$ cat config.mk
export PLATFORM = sky130hd
export DESIGN_NAME = odlc_top
export DESIGN_NICKNAME = d
export VERILOG_FILES = /design/src/logic/odlc_pkg.sv /design/src/logic/odlc_delay.sv /design/src/logic/odlc_logic.sv /design/src/logic/odlc_top.sv
export SDC_FILE = /design/constraint.sdc
export NUM_CORES = 1
export LEC_CHECK = 0
export BUFFER_PORTS_ARGS = -buffer_cell sky130_fd_sc_hd__buf_4
export CAP_MARGIN = 20
export CORE_MARGIN = 2
export CORE_UTILIZATION = 57
export DETAILED_ROUTE_END_ITERATION = 7
export PLACE_DENSITY = 0.78
export SYNTH_ARGS = -nofsm -noshare
export SYNTH_HDL_FRONTEND = slang
export SYNTH_SLANG_ARGS = --single-unit
$ cat constraint.sdc
create_clock -name i_clk -period 2.5 [get_ports i_clk]
set_input_delay 0.375 -clock i_clk [delete_from_list [all_inputs] [get_ports i_clk]]
set_output_delay 0.375 -clock i_clk [all_outputs]
set_load 0.02 [all_outputs]
$ cat src/logic/odlc_pkg.sv
package odlc_pkg;
   // Delay settings are counted in steps of one tenth of a second.
   localparam int ODLC_STEP_MS = 100;
   localparam int ODLC_CLK_KHZ = 20000;
   localparam int ODLC_STEP_CYCLES = ODLC_STEP_MS * ODLC_CLK_KHZ;
   // Largest delay in steps, that is 100.0 seconds, and the reset value.
   localparam logic [15:0] ODLC_DLY_MAX = 16'h03E8;
   localparam logic [15:0] ODLC_DLY_RST = 16'h0000;
   localparam int ODLC_DLY_W = 10;
   // Operand selection after reset.
   localparam logic [15:0] ODLC_SEL_RST = 16'h0000;
   // Operator encoding.
   typedef enum logic [1:0] {
      ODLC_OP_AND = 2'h0,
      ODLC_OP_OR = 2'h1,
      ODLC_OP_XOR = 2'h2
   } odlc_op_type;
   localparam logic [1:0] ODLC_OP_RST = 2'h0;
   // Terminal and channel counts.
   localparam int ODLC_NTERM = 5;
   localparam int ODLC_NCHAN = 6;
   localparam int ODLC_NLOG = 6;
   // Register word indices.
   localparam logic [7:0] ODLC_ADR_DLY = 8'h00;
   localparam logic [7:0] ODLC_ADR_LOG = 8'h10;
   localparam logic [7:0] ODLC_ADR_STATUS = 8'h30;
   localparam logic [7:0] ODLC_ADR_SOURCE = 8'h31;
   localparam int ODLC_NWORDS = 64;
   // Status word field positions.
   localparam int ODLC_ST_TERM = 0;
   localparam int ODLC_ST_RELAY = 5;
   localparam int ODLC_ST_LOG = 8;
endpackage : odlc_pkg

$ cat src/logic/odlc_delay.sv
`timescale 1ns/10ps
module odlc_delay #(
   parameter int DLY_W = 10
) (
   // Clock and reset.
   input wire logic i_clk,
   input wire logic i_resetn,
   // Step tick and source level.
   input wire logic i_tick,
   input wire logic i_src,
   // Delay settings in steps.
   input wire logic [DLY_W-1:0] i_on_dly,
   input wire logic [DLY_W-1:0] i_off_dly,
   // Delayed level.
   output logic o_out
);
   initial begin
      if (DLY_W < 1) $error("odlc_delay: DLY_W must be at least 1.");
   end

   logic out_reg, out_next;
   logic [DLY_W-1:0] cnt_reg, cnt_next;

   // The delay that applies is the one for the edge that would come next.
   wire logic [DLY_W-1:0] dly_sel = out_reg ? i_off_dly : i_on_dly;
   wire logic mismatch = (i_src != out_reg);
   // The count starts on a partial step, so one extra step is waited to never cut a delay short.
   wire logic hit = mismatch && ((dly_sel == '0) || (i_tick && (cnt_reg >= dly_sel)));

   // Any return of the source to the output level throws the count away.
   always_comb begin
      out_next = hit ? i_src : out_reg;
      if (!mismatch || hit) begin
         cnt_next = '0;
      end else if (i_tick) begin
         cnt_next = cnt_reg + 1'b1;
      end else begin
         cnt_next = cnt_reg;
      end
   end

   // State registers.
   always_ff @(posedge i_clk or negedge i_resetn) begin
      if (!i_resetn) begin
         out_reg <= 1'b0;
         cnt_reg <= '0;
      end else begin
         out_reg <= out_next;
         cnt_reg <= cnt_next;
      end
   end

   assign o_out = out_reg;
endmodule : odlc_delay

$ cat src/logic/odlc_logic.sv
`timescale 1ns/10ps
module odlc_logic #(
   parameter int NFUNC = 64,
   parameter int SEL_W = 6
) (
   // Clock and reset.
   input wire logic i_clk,
   input wire logic i_resetn,
   // Selectable output functions.
   input wire logic [NFUNC-1:0] i_func,
   // Settings.
   input wire logic [SEL_W-1:0] i_sel_a,
   input wire logic [SEL_W-1:0] i_sel_b,
   input wire logic [1:0] i_op,
   // Combined level.
   output logic o_out
);
   initial begin
      if (NFUNC < 1 || NFUNC > (1 << SEL_W)) $error("odlc_logic: NFUNC does not fit SEL_W.");
   end

   // A code beyond the function list reads as an inactive operand.
   function automatic logic pick(input logic [NFUNC-1:0] f, input logic [SEL_W-1:0] s);
      pick = (int'(s) < NFUNC) ? f[s] : 1'b0;
   endfunction : pick

   logic out_reg;
   wire logic opa = pick(i_func, i_sel_a);
   wire logic opb = pick(i_func, i_sel_b);
   wire logic res_and = opa & opb;
   wire logic res_or = opa | opb;
   wire logic res_xor = opa ^ opb;
   // Code 03 is refused at the register, so default only guards.
   wire logic out_next = (i_op == odlc_pkg::ODLC_OP_OR) ? res_or :
                         (i_op == odlc_pkg::ODLC_OP_XOR) ? res_xor : res_and;

   // Output register.
   always_ff @(posedge i_clk or negedge i_resetn) begin
      if (!i_resetn) begin
         out_reg <= 1'b0;
      end else begin
         out_reg <= out_next;
      end
   end

   assign o_out = out_reg;
endmodule : odlc_logic

$ cat src/logic/odlc_top.sv
// Function
// - Each of the five output terminals has an on delay of 0.0 to 100.0 s in 0.1 s steps, reset to 0.0.
// - Each of the five output terminals has its own off delay of 0.0 to 100.0 s in 0.1 s steps, reset to 0.0.
// - The alarm relay output has its own on and off delays, each 0.0 to 100.0 s, reset to 0.0.
// - Each of six derived logic signals picks two operands from the output function list, reset to code 00.
// - Each derived logic signal combines its operands by AND for 00, OR for 01 and XOR for 02.
// - After reset every operator selection reads 00, that is AND.
//
// Strobed register access and the register offsets were chosen for this implementation.
`timescale 1ns/10ps
module odlc_top #(
   parameter int NFUNC = 64,
   parameter int SEL_W = 6,
   parameter int TICK_CYCLES = odlc_pkg::ODLC_STEP_CYCLES
) (
   // Clock and reset.
   input wire logic i_clk,
   input wire logic i_resetn,
   // Register port.
   input wire logic [7:0] i_adr,
   input wire logic [15:0] i_wdata,
   input wire logic i_wr,
   input wire logic i_rd,
   output logic [15:0] o_rdata,
   // Output function levels and terminal sources.
   input wire logic [NFUNC-1:0] i_func,
   input wire logic [4:0] i_term_src,
   input wire logic i_relay_src,
   // Conditioned outputs.
   output logic [4:0] o_term,
   output logic o_alarm_relay_output,
   output logic [5:0] o_derived_logic_signal
);
   initial begin
      if (TICK_CYCLES < 1) $error("odlc_top: TICK_CYCLES must be at least 1.");
      if (SEL_W < 1 || SEL_W > 16) $error("odlc_top: SEL_W must be 1 to 16.");
   end

   localparam int NCH = odlc_pkg::ODLC_NCHAN;
   localparam int NLG = odlc_pkg::ODLC_NLOG;
   localparam int DW = odlc_pkg::ODLC_DLY_W;

   ////////////////////////////////////////////////////////////////////////////
   // Settings storage.

   logic [DW-1:0] dly_reg [0:2*NCH-1];
   logic [SEL_W-1:0] sela_reg [0:NLG-1];
   logic [SEL_W-1:0] selb_reg [0:NLG-1];
   logic [1:0] op_reg [0:NLG-1];
   logic [15:0] rdata_reg;
   logic [31:0] pre_reg;
   logic tick_reg;
   logic [4:0] term_w;
   logic relay_w;
   logic [5:0] log_w;

   // Writes above the top of the range saturate, so a bad value cannot wrap into a short delay.
   function automatic logic [DW-1:0] clamp(input logic [15:0] d);
      clamp = (d > odlc_pkg::ODLC_DLY_MAX) ? odlc_pkg::ODLC_DLY_MAX[DW-1:0] : d[DW-1:0];
   endfunction : clamp

   // A write lands on one word chosen by its index.
   function automatic logic hit_wr(input logic wr, input logic [7:0] a, input logic [7:0] idx);
      hit_wr = wr && (a == idx);
   endfunction : hit_wr

   wire logic op_ok = (i_wdata[15:2] == 14'h0000) && (i_wdata[1:0] != 2'h3);

   genvar g;
   generate
      // Delay words: terminal k on at 2k, off at 2k+1; relay at 10 and 11.
      for (g = 0; g < 2 * NCH; g++) begin : g_dly
         wire logic we = hit_wr(i_wr, i_adr, odlc_pkg::ODLC_ADR_DLY + 8'(g));
         always_ff @(posedge i_clk or negedge i_resetn) begin
            if (!i_resetn) begin
               dly_reg[g] <= odlc_pkg::ODLC_DLY_RST[DW-1:0];
            end else if (we) begin
               dly_reg[g] <= clamp(i_wdata);
            end
         end
      end
      // Logic words: signal j operand A at 16+3j, operand B next, operator after.
      for (g = 0; g < NLG; g++) begin : g_log
         wire logic we_a = hit_wr(i_wr, i_adr, odlc_pkg::ODLC_ADR_LOG + 8'(3 * g));
         wire logic we_b = hit_wr(i_wr, i_adr, odlc_pkg::ODLC_ADR_LOG + 8'(3 * g + 1));
         wire logic we_o = hit_wr(i_wr, i_adr, odlc_pkg::ODLC_ADR_LOG + 8'(3 * g + 2));
         always_ff @(posedge i_clk or negedge i_resetn) begin
            if (!i_resetn) begin
               sela_reg[g] <= odlc_pkg::ODLC_SEL_RST[SEL_W-1:0];
               selb_reg[g] <= odlc_pkg::ODLC_SEL_RST[SEL_W-1:0];
            end else begin
               if (we_a) sela_reg[g] <= i_wdata[SEL_W-1:0];
               if (we_b) selb_reg[g] <= i_wdata[SEL_W-1:0];
            end
         end
         // An unknown operator code is refused and the old operator kept.
         always_ff @(posedge i_clk or negedge i_resetn) begin
            if (!i_resetn) begin
               op_reg[g] <= odlc_pkg::ODLC_OP_RST;
            end else if (we_o && op_ok) begin
               op_reg[g] <= i_wdata[1:0];
            end
         end
      end
   endgenerate

   ////////////////////////////////////////////////////////////////////////////
   // Step prescaler.

   // One shared divider keeps area low; the price is up to one step of extra delay per change.
   wire logic pre_end = (pre_reg >= 32'(TICK_CYCLES - 1));
   wire logic [31:0] pre_next = pre_end ? 32'h00000000 : pre_reg + 32'h00000001;

   always_ff @(posedge i_clk or negedge i_resetn) begin
      if (!i_resetn) begin
         pre_reg <= 32'h00000000;
         tick_reg <= 1'b0;
      end else begin
         pre_reg <= pre_next;
         tick_reg <= pre_end;
      end
   end

   ////////////////////////////////////////////////////////////////////////////
   // Delay channels and logic combiners.

   wire logic [5:0] ch_src = {i_relay_src, i_term_src};
   wire logic [5:0] ch_out;

   generate
      for (g = 0; g < NCH; g++) begin : g_ch
         odlc_delay #(.DLY_W(DW)) u_dly (
            .i_clk(i_clk),
            .i_resetn(i_resetn),
            .i_tick(tick_reg),
            .i_src(ch_src[g]),
            .i_on_dly(dly_reg[2*g]),
            .i_off_dly(dly_reg[2*g+1]),
            .o_out(ch_out[g])
         );
      end
      for (g = 0; g < NLG; g++) begin : g_lg
         odlc_logic #(.NFUNC(NFUNC), .SEL_W(SEL_W)) u_log (
            .i_clk(i_clk),
            .i_resetn(i_resetn),
            .i_func(i_func),
            .i_sel_a(sela_reg[g]),
            .i_sel_b(selb_reg[g]),
            .i_op(op_reg[g]),
            .o_out(log_w[g])
         );
      end
   endgenerate

   assign term_w = ch_out[4:0];
   assign relay_w = ch_out[5];

   ////////////////////////////////////////////////////////////////////////////
   // Read path.

   logic [15:0] rd_word [0:odlc_pkg::ODLC_NWORDS-1];
   wire logic [15:0] status_w = {2'h0, log_w, 2'h0, relay_w, term_w};
   wire logic [15:0] source_w = {10'h000, i_relay_src, i_term_src};

   // Every word of the window is defined; unused indices read as zero.
   generate
      for (g = 0; g < odlc_pkg::ODLC_NWORDS; g++) begin : g_rd
         if (g < 2 * NCH) begin : g_d
            assign rd_word[g] = 16'(dly_reg[g]);
         end else if (g >= 16 && g < 16 + 3 * NLG && (g - 16) % 3 == 0) begin : g_a
            assign rd_word[g] = 16'(sela_reg[(g-16)/3]);
         end else if (g >= 16 && g < 16 + 3 * NLG && (g - 16) % 3 == 1) begin : g_b
            assign rd_word[g] = 16'(selb_reg[(g-16)/3]);
         end else if (g >= 16 && g < 16 + 3 * NLG) begin : g_o
            assign rd_word[g] = {14'h0000, op_reg[(g-16)/3]};
         end else if (g == 48) begin : g_s
            assign rd_word[g] = status_w;
         end else if (g == 49) begin : g_r
            assign rd_word[g] = source_w;
         end else begin : g_z
            assign rd_word[g] = 16'h0000;
         end
      end
   endgenerate

   wire logic [15:0] rd_mux = (i_adr < 8'(odlc_pkg::ODLC_NWORDS)) ? rd_word[i_adr[5:0]] : 16'h0000;

   // Read data stand for the one cycle after the strobe and are zero otherwise.
   always_ff @(posedge i_clk or negedge i_resetn) begin
      if (!i_resetn) begin
         rdata_reg <= 16'h0000;
      end else begin
         rdata_reg <= i_rd ? rd_mux : 16'h0000;
      end
   end

   ////////////////////////////////////////////////////////////////////////////
   // Outputs.

   assign o_rdata = rdata_reg;
   assign o_term = term_w;
   assign o_alarm_relay_output = relay_w;
   assign o_derived_logic_signal = log_w;
endmodule : odlc_top

Word level (Yosys, flattened, before mapping)
Index checks and enable logic that the tools add are counted.

Equal/unequal tests: 48. Reductions and logical operators: 81. Bitwise logic cells: 19. Order comparisons: 22. Add/subtract/negate cells: 7. Mux-type cells: 61.

Operators by type and width (count): two-way mux 10 bit (19); equality test 8 x 5 -> 1 bit (second input constant) (16); binary-select mux 16 bit (select 6 bit) (1); < comparator 6 x 7 -> 1 bit (second input constant) (12); binary-select mux 1 bit (select 6 bit) (12); two-way mux 16 bit (4); adder 10 x 1 -> 10 bit (second input constant) (6); >= comparator 10 bit (6); logical NOT 10 bit (6); logical AND 1 bit (49); adder 32 x 1 -> 32 bit (second input constant) (1); equality test 8 x 3 -> 1 bit (second input constant) (4); equality test 8 x 4 -> 1 bit (second input constant) (4); >= comparator 32 x 21 -> 1 bit (second input constant) (1); two-way mux 32 bit (1); two-way mux 1 bit (24); equality test 8 x 2 -> 1 bit (second input constant) (2); equality test 8 x 6 -> 1 bit (second input constant) (2); greater-than comparator 16 x 10 -> 1 bit (second input constant) (1); logical NOT 14 bit (1); equality test 2 x 1 -> 1 bit (second input constant) (6); equality test 2 bit (second input constant) (6); logical OR 1 bit (12); nonzero test 2 bit (6); 11 further kinds (36).

Register bits: 325. Output and inout bits: 28. Input port bits: 98. Logic and storage cells: 289.

Longest topological paths before layout
Depth after elaboration: 7. Mapped depth: 11. Depth with buffers taken out: 10.

Modules after synthesis
Synthesis repeated with hierarchy kept, for this count alone.

Cells, all modules: 2116. Area, all modules: 24452.2 um2.

Modules (own cells, without submodules): odlc_top (cells an instance 1006, area each 11492.3 um2, times used 1, seq. area each 6281.0 um2); odlc_logic (cells an instance 89, area each 1188.6 um2, times used 6, seq. area each 25.0 um2); odlc_delay at g_ch[1].u_dly ... (cells an instance 96, area each 962.2 um2, times used 4, seq. area each 275.3 um2); odlc_delay at g_ch[0].u_dly (cells an instance 96, area each 1011.0 um2, times used 1, seq. area each 275.3 um2); odlc_delay at g_ch[5].u_dly (cells an instance 96, area each 968.4 um2, times used 1, seq. area each 275.3 um2).

Least setup slack after synthesis
No wires, ideal clock.

Path type: flip-flop to flip-flop. Start point: register g_ch[5].u_dly.out_reg. End point: register g_ch[5].u_dly.out_reg. Library setup time: 0.125 ns. Arrival time: 2.736 ns. Stages on the path, launching flop included: 10. Required time: 2.375 ns. Slack: -0.360 ns. Buffers on the path: 2. Period minus slack after synthesis: 2.860 ns. Cell sequence: dfrtp_1 -> clkbuf_1 -> buf_1 -> mux2i_1 -> ha_1 -> a21o_1 -> a21o_1 -> a21o_1 -> a221oi_1 -> mux2_2.

Word-level cells in the longest chain between the ends: 5. Elaborated cells between the ends (all ways): 7. Those cells by class: order compare: 1; eq/ne: 1; mux: 1; reduce/logical: 4.

RTL lines: start: declaration (line odlc_delay.sv:21) `logic out_reg, out_next;`; start signal: assignment (line odlc_delay.sv:48) `out_reg <= out_next;`; two-way mux 10 bit (line odlc_delay.sv:25) `wire logic [DLY_W-1:0] dly_sel = out_reg ? i_off_dly : i_on_dly;`; >= comparator 10 bit (line odlc_delay.sv:28) `wire logic hit = mismatch && ((dly_sel == '0) || (i_tick && (cnt_reg >= dly_sel)));`; logical AND 1 bit (line odlc_delay.sv:28); logical OR 1 bit (line odlc_delay.sv:28); logical AND 1 bit * (line odlc_delay.sv:28).

Every way passes the cells marked *; elsewhere a longest branch is shown, timed or not. A chain may end at the register's enable or synchronous reset.

Worst setup path after layout
Start point: register sela_reg (netlist bit rd_word[704]). End point: register g_lg[1].u_log.out_reg.

Word-level cells in the longest chain between the ends: 5. Elaborated cells between the ends (all ways): 7. Those cells by class: mux: 4; bitwise: 3.

RTL lines: start: declaration (line odlc_top.sv:47) `logic [SEL_W-1:0] sela_reg [0:NLG-1];`; start signal: indexed assignment (line odlc_top.sv:89) `sela_reg[g] <= odlc_pkg::ODLC_SEL_RST[SEL_W-1:0];`; start signal: indexed assignment (line odlc_top.sv:92) `if (we_a) sela_reg[g] <= i_wdata[SEL_W-1:0];`; binary-select mux 1 bit (select 6 bit) * (line odlc_logic.sv:24) `pick = (int'(s) < NFUNC) ? f[s] : 1'b0;`; two-way mux 1 bit (implied by the code) * (line odlc_logic.sv:24); bitwise AND 1 bit or XOR 1 bit (tied branches) (line odlc_logic.sv:30, odlc_logic.sv:32); two-way mux 1 bit (line odlc_logic.sv:35) `(i_op == odlc_pkg::ODLC_OP_XOR) ? res_xor : res_and;`; two-way mux 1 bit * (line odlc_logic.sv:34) `wire logic out_next = (i_op == odlc_pkg::ODLC_OP_OR) ? res_or :`; via g_lg[1].u_log.out_next (line odlc_logic.sv:34); end signal: assignment (line odlc_logic.sv:42) `out_reg <= out_next;`; end: declaration (line odlc_logic.sv:27) `logic out_reg;`.

Mark *: on every way through the listed nets, which the timed path passes. The rest lies on a longest branch. The select of a mux whose other input is x is not followed.

==> Flow_metrics.wiki <==
{| class="wikitable"
! Metric !! Value
|-
| Leak pwr || around 12 nW
|-
| CTS tree || done
|-
| HPWL after DPL || around 55 mm
|-
| Syn Area/Cell || 11.3 sq um
|-
| Async set-or-reset flop fraction in the synthesized netlist || 1.00
|-
| Max-cap viol count || 0
|-
| Number of warnings printed during yosys synthesis || 0
|-
| Number of design-rule violations left by the first detailed-router iteration || approximately 2800
|-
| Failing checks || setup timing
|-
| Worst endpoint data arrival time || 3.07 ns
|-
| Cell accounting for the most synthesized area || dfrtp_1
|-
| XOR/XNOR Fraction of Synth Area || 0.0280
|-
| Share of Yosys cell area claimed by the top area cell type || 0.344
|-
| Net count of the finished layout || ~2400
|-
| I/O Pins || roughly 130
|-
| Number of different library cells in the post-synthesis netlist || 65
|-
| Synth area leaders || dfrtp_1, mux4_2, mux2_2
|-
| Detail-routed net length per standard cell || 27.9 microns
|-
| Final cell area excluding filler cells || between 20000 and 30000 sq um
|-
| Kind of path behind the tightest hold check || input port to register
|-
| Final-layout setup total negative slack || -0.297 ns
|-
| Routed vias/inst || a little over 7
|-
| Flops & latches, synth || between 300 and 400
|-
| Max IR drop VDD || about 500 uV
|-
| Number of enable flip-flop cells after synthesis || 0
|-
| Netlist Area Pre-Place || between 20000 and 25000 sq um
|-
| Total global routing track utilization || 0.348
|-
| First-pass GRT wire length || 116 mm
|-
| Critical Path RT || around 2.9 ns
|-
| Initial antenna violation count || 0
|-
| Final Non-Filler Cells || roughly 2700
|-
| Startpoint types || register
|-
| Initial Utilization || 0.577
|-
| Kind of cell adding the most delay to the critical path || multiplexers
|-
| Final-layout worst hold slack || 0.112 ns
|-
| Number of I/O port buffers || 123
|-
| Area of placed instances || 25300 sq um
|-
| CTS Root Buffer Type || clkbuf_16
|-
| Number of global-route vias before repair || 19767
|-
| Area of the die || ~43000 sq um
|-
| Worst Path Buf+Inv || 1
|-
| Final-report hold violation count || 0
|-
| Kind of capture point of the worst setup path || register
|-
| Cell Rows || 74
|-
| 1st-pass router iterations || 6
|-
| Ratio of total power to cell area || approximately 570 nW/um^2
|-
| Clock tree sinks || around 320
|-
| Gate Count Post-Synth || slightly above 2000
|-
| Cell with the largest stage delay on the worst path || mux4_2
|-
| Share of the clock period used by the worst path after layout || 1.06
|-
| Cells after DPL || ~2700
|-
| Largest family of logic cells by synthesized area || multiplexers
|-
| Placement Setup Slack || -0.106 ns
|-
| Antenna-violating nets left || 0
|-
| Residual DRC || 0
|-
| Critical Setup Path Class || register to register
|-
| Run status || finished with violations
|-
| Share of synthesized area spent on multiplexers || 0.322
|-
| Die Y || 207 microns
|-
| Routed via count || about 20000
|-
| Register area share after synthesis || 0.344
|-
| Max frequency || around 380 MHz
|-
| Final number of setup-violating endpoints || 4
|-
| Synth Area in Simple Gates || 0.115
|-
| Final estimated routing congestion in global placement || about 1.0
|-
| Area share of fa/ha/maj cells after synthesis || 0.0421
|-
| Final clock skew || ~0.032 ns
|-
| Clock slew at the register clock pins of the worst setup and hold paths || around 0.060 ns
|-
| Post-layout worst setup margin || -0.144 ns
|-
| Worst Max-Slew Pin Slew || roughly 0.63 ns
|-
| Unrepaired setup endpoints after global routing || yes
|-
| Total core area || 40700 sq um
|-
| Number of clock buffers inserted by TritonCTS || 37
|-
| H-tree depth reported by CTS || 2
|-
| Crit-path max FO || 5
|-
| GRT overflow || 0
|-
| Overall die width || just over 200 microns
|-
| Count of final max-slew check failures || 0
|-
| Max-slew headroom at the worst pin || 0.567
|-
| Largest buffer count on any clock path || 3
|-
| Number of flip-flops in the largest register || 120
|-
| Total wire length || approximately 77 mm
|-
| Top flip-flop cell by instance count after synthesis || dfrtp_1
|-
| Fraction of layout instances using a drive strength above 1 || 0.362
|-
| Min Tclk post-route || approximately 2.6 ns
|-
| Fraction of the mapped netlist area in compound gates || 0.0984
|-
| Cell breakdown of the critical path || buf_12 -> mux4_2 -> a22o_4 -> a221oi_2 -> mux4_2 -> ha_1 -> mux2i_1 -> a21oi_1
|-
| P&R area growth vs syn || 16.8%
|-
| Clock Latency Late Sink || 0.57 ns
|-
| Antenna diode count || 0
|-
| Maximum number of pins on one net before global-route repair || 70
|-
| Most repeated library cell on the critical path || mux4_2
|-
| Stage delay of the slowest cell on the critical path || between 0.5 and 0.6 ns
|}
## through the flow
stage	power, mW	utilization
after floorplan	8.30	-
after global placement	9.48	0.621
after detailed placement	9.61	0.621
after CTS	15.4	0.659
after global routing	16.2	0.674
final	15.7	0.674
## report_power, final
part	switching [mW]	internal [mW]	leakage (nW)	total [mW]
Clock	2.28	3.42	0.613	5.69
Sequential	0.392	5.48	4.40	5.87
Combinational	2.15	2.01	6.63	4.17
## final timing paths
kind / from / cells after the start / end / slack [ns]
setup / recovery: rd_word[704] / 8 / g_lg[1].u_log.o_out / -0.14
hold / removal: i_term_src[4] / 2 / g_ch[4].u_dly.o_out / 0.11
setup reg to reg: rd_word[704] / 8 / g_lg[1].u_log.o_out / -0.14
hold reg to reg: pre_reg[0] / 1 / pre_reg[0] / 0.50
max in group asynchronous: i_resetn / 3 / rd_word[752] / 1.35
min in group asynchronous: i_resetn / 2 / g_ch[1].u_dly.cnt_reg[3] / 0.37
## Yosys cell counts (8+ instances only)
| master | number |
|---|---|
| a211oi_1 | 10 |
| a21o_1 | 17 |
| a21oi_1 | 38 |
| a221oi_1 | 53 |
| a22o_1 | 54 |
| a22oi_1 | 8 |
| and2_1 | 18 |
| and3_1 | 16 |
| buf_1 | 8 |
| buf_2 | 42 |
| buf_4 | 27 |
| buf_6 | 13 |
| clkbuf_1 | 120 |
| dfrtp_1 | 323 |
| ha_1 | 79 |
| inv_1 | 29 |
| mux2_2 | 95 |
| mux2i_1 | 81 |
| mux4_2 | 247 |
| nand2_1 | 217 |
| nand2b_1 | 8 |
| nand3_1 | 52 |
| nand4_1 | 22 |
| nor2_1 | 141 |
| nor2b_1 | 29 |
| nor3_1 | 13 |
| nor4_1 | 25 |
| o21ai_0 | 138 |
| xnor2_1 | 19 |
| xor2_1 | 56 |
## per-layer routing
layer	wire, microns	part of all wire	vias to the layer above	track usage
met3	9110	0.12	418	0.112
met1	26700	0.35	9725	0.424
li1	-	-	8109	-
met5	0	0	-	0
met4	5290	0.069	0	0.178
met2	35600	0.46	1489	0.555
## logic make-up after synthesis
logic type               count (synthesis)
AO/OA/AOI/OAI                          347
XOR/XNOR                                75
adder cells (fa/ha/maj)                 79
buffers and inverters                  243
flip-flops                             323
multiplexers                           433
other                                    1
AND/OR/NAND/NOR                        576
## layout by cell type, fill, tap and decap left out, types with 17 or more instances in the layout
master and instances:
a22o_1 46, and2_1 18, a21oi_1 37, nand4_1 22, inv_2 17, mux4_2 247
buf_4 227, buf_12 25, a21o_1 17, mux2_2 95, nor2_1 137, nor4_1 25
xor2_1 56, o21ai_0 136, nand2_1 216, nor2b_1 28, clkbuf_16 45, nand3_1 51
mux2i_1 77, a221oi_2 44, ha_1 72, dfrtp_1 307, xnor2_1 19
## repair_timing
item	CTS	global route
endpoints found under the setup margin	22	61
pin swaps	15	30
setup buffers	12	8
hold buffers	1	0
resized for setup	28	98
gates cloned	2	7
endpoints found under the hold margin	58	0
## final cells by class
class,instances,area [sq um]
fillers,2881,13300
clock buffers,48,1020
inverters,32,120
flip-flops and latches,323,8100
well taps,532,666
multi-input cells,1524,14800
repair buffers,270,2510
clock inverters,18,239
No activity file was read; power rests on OpenSTA's default activity.
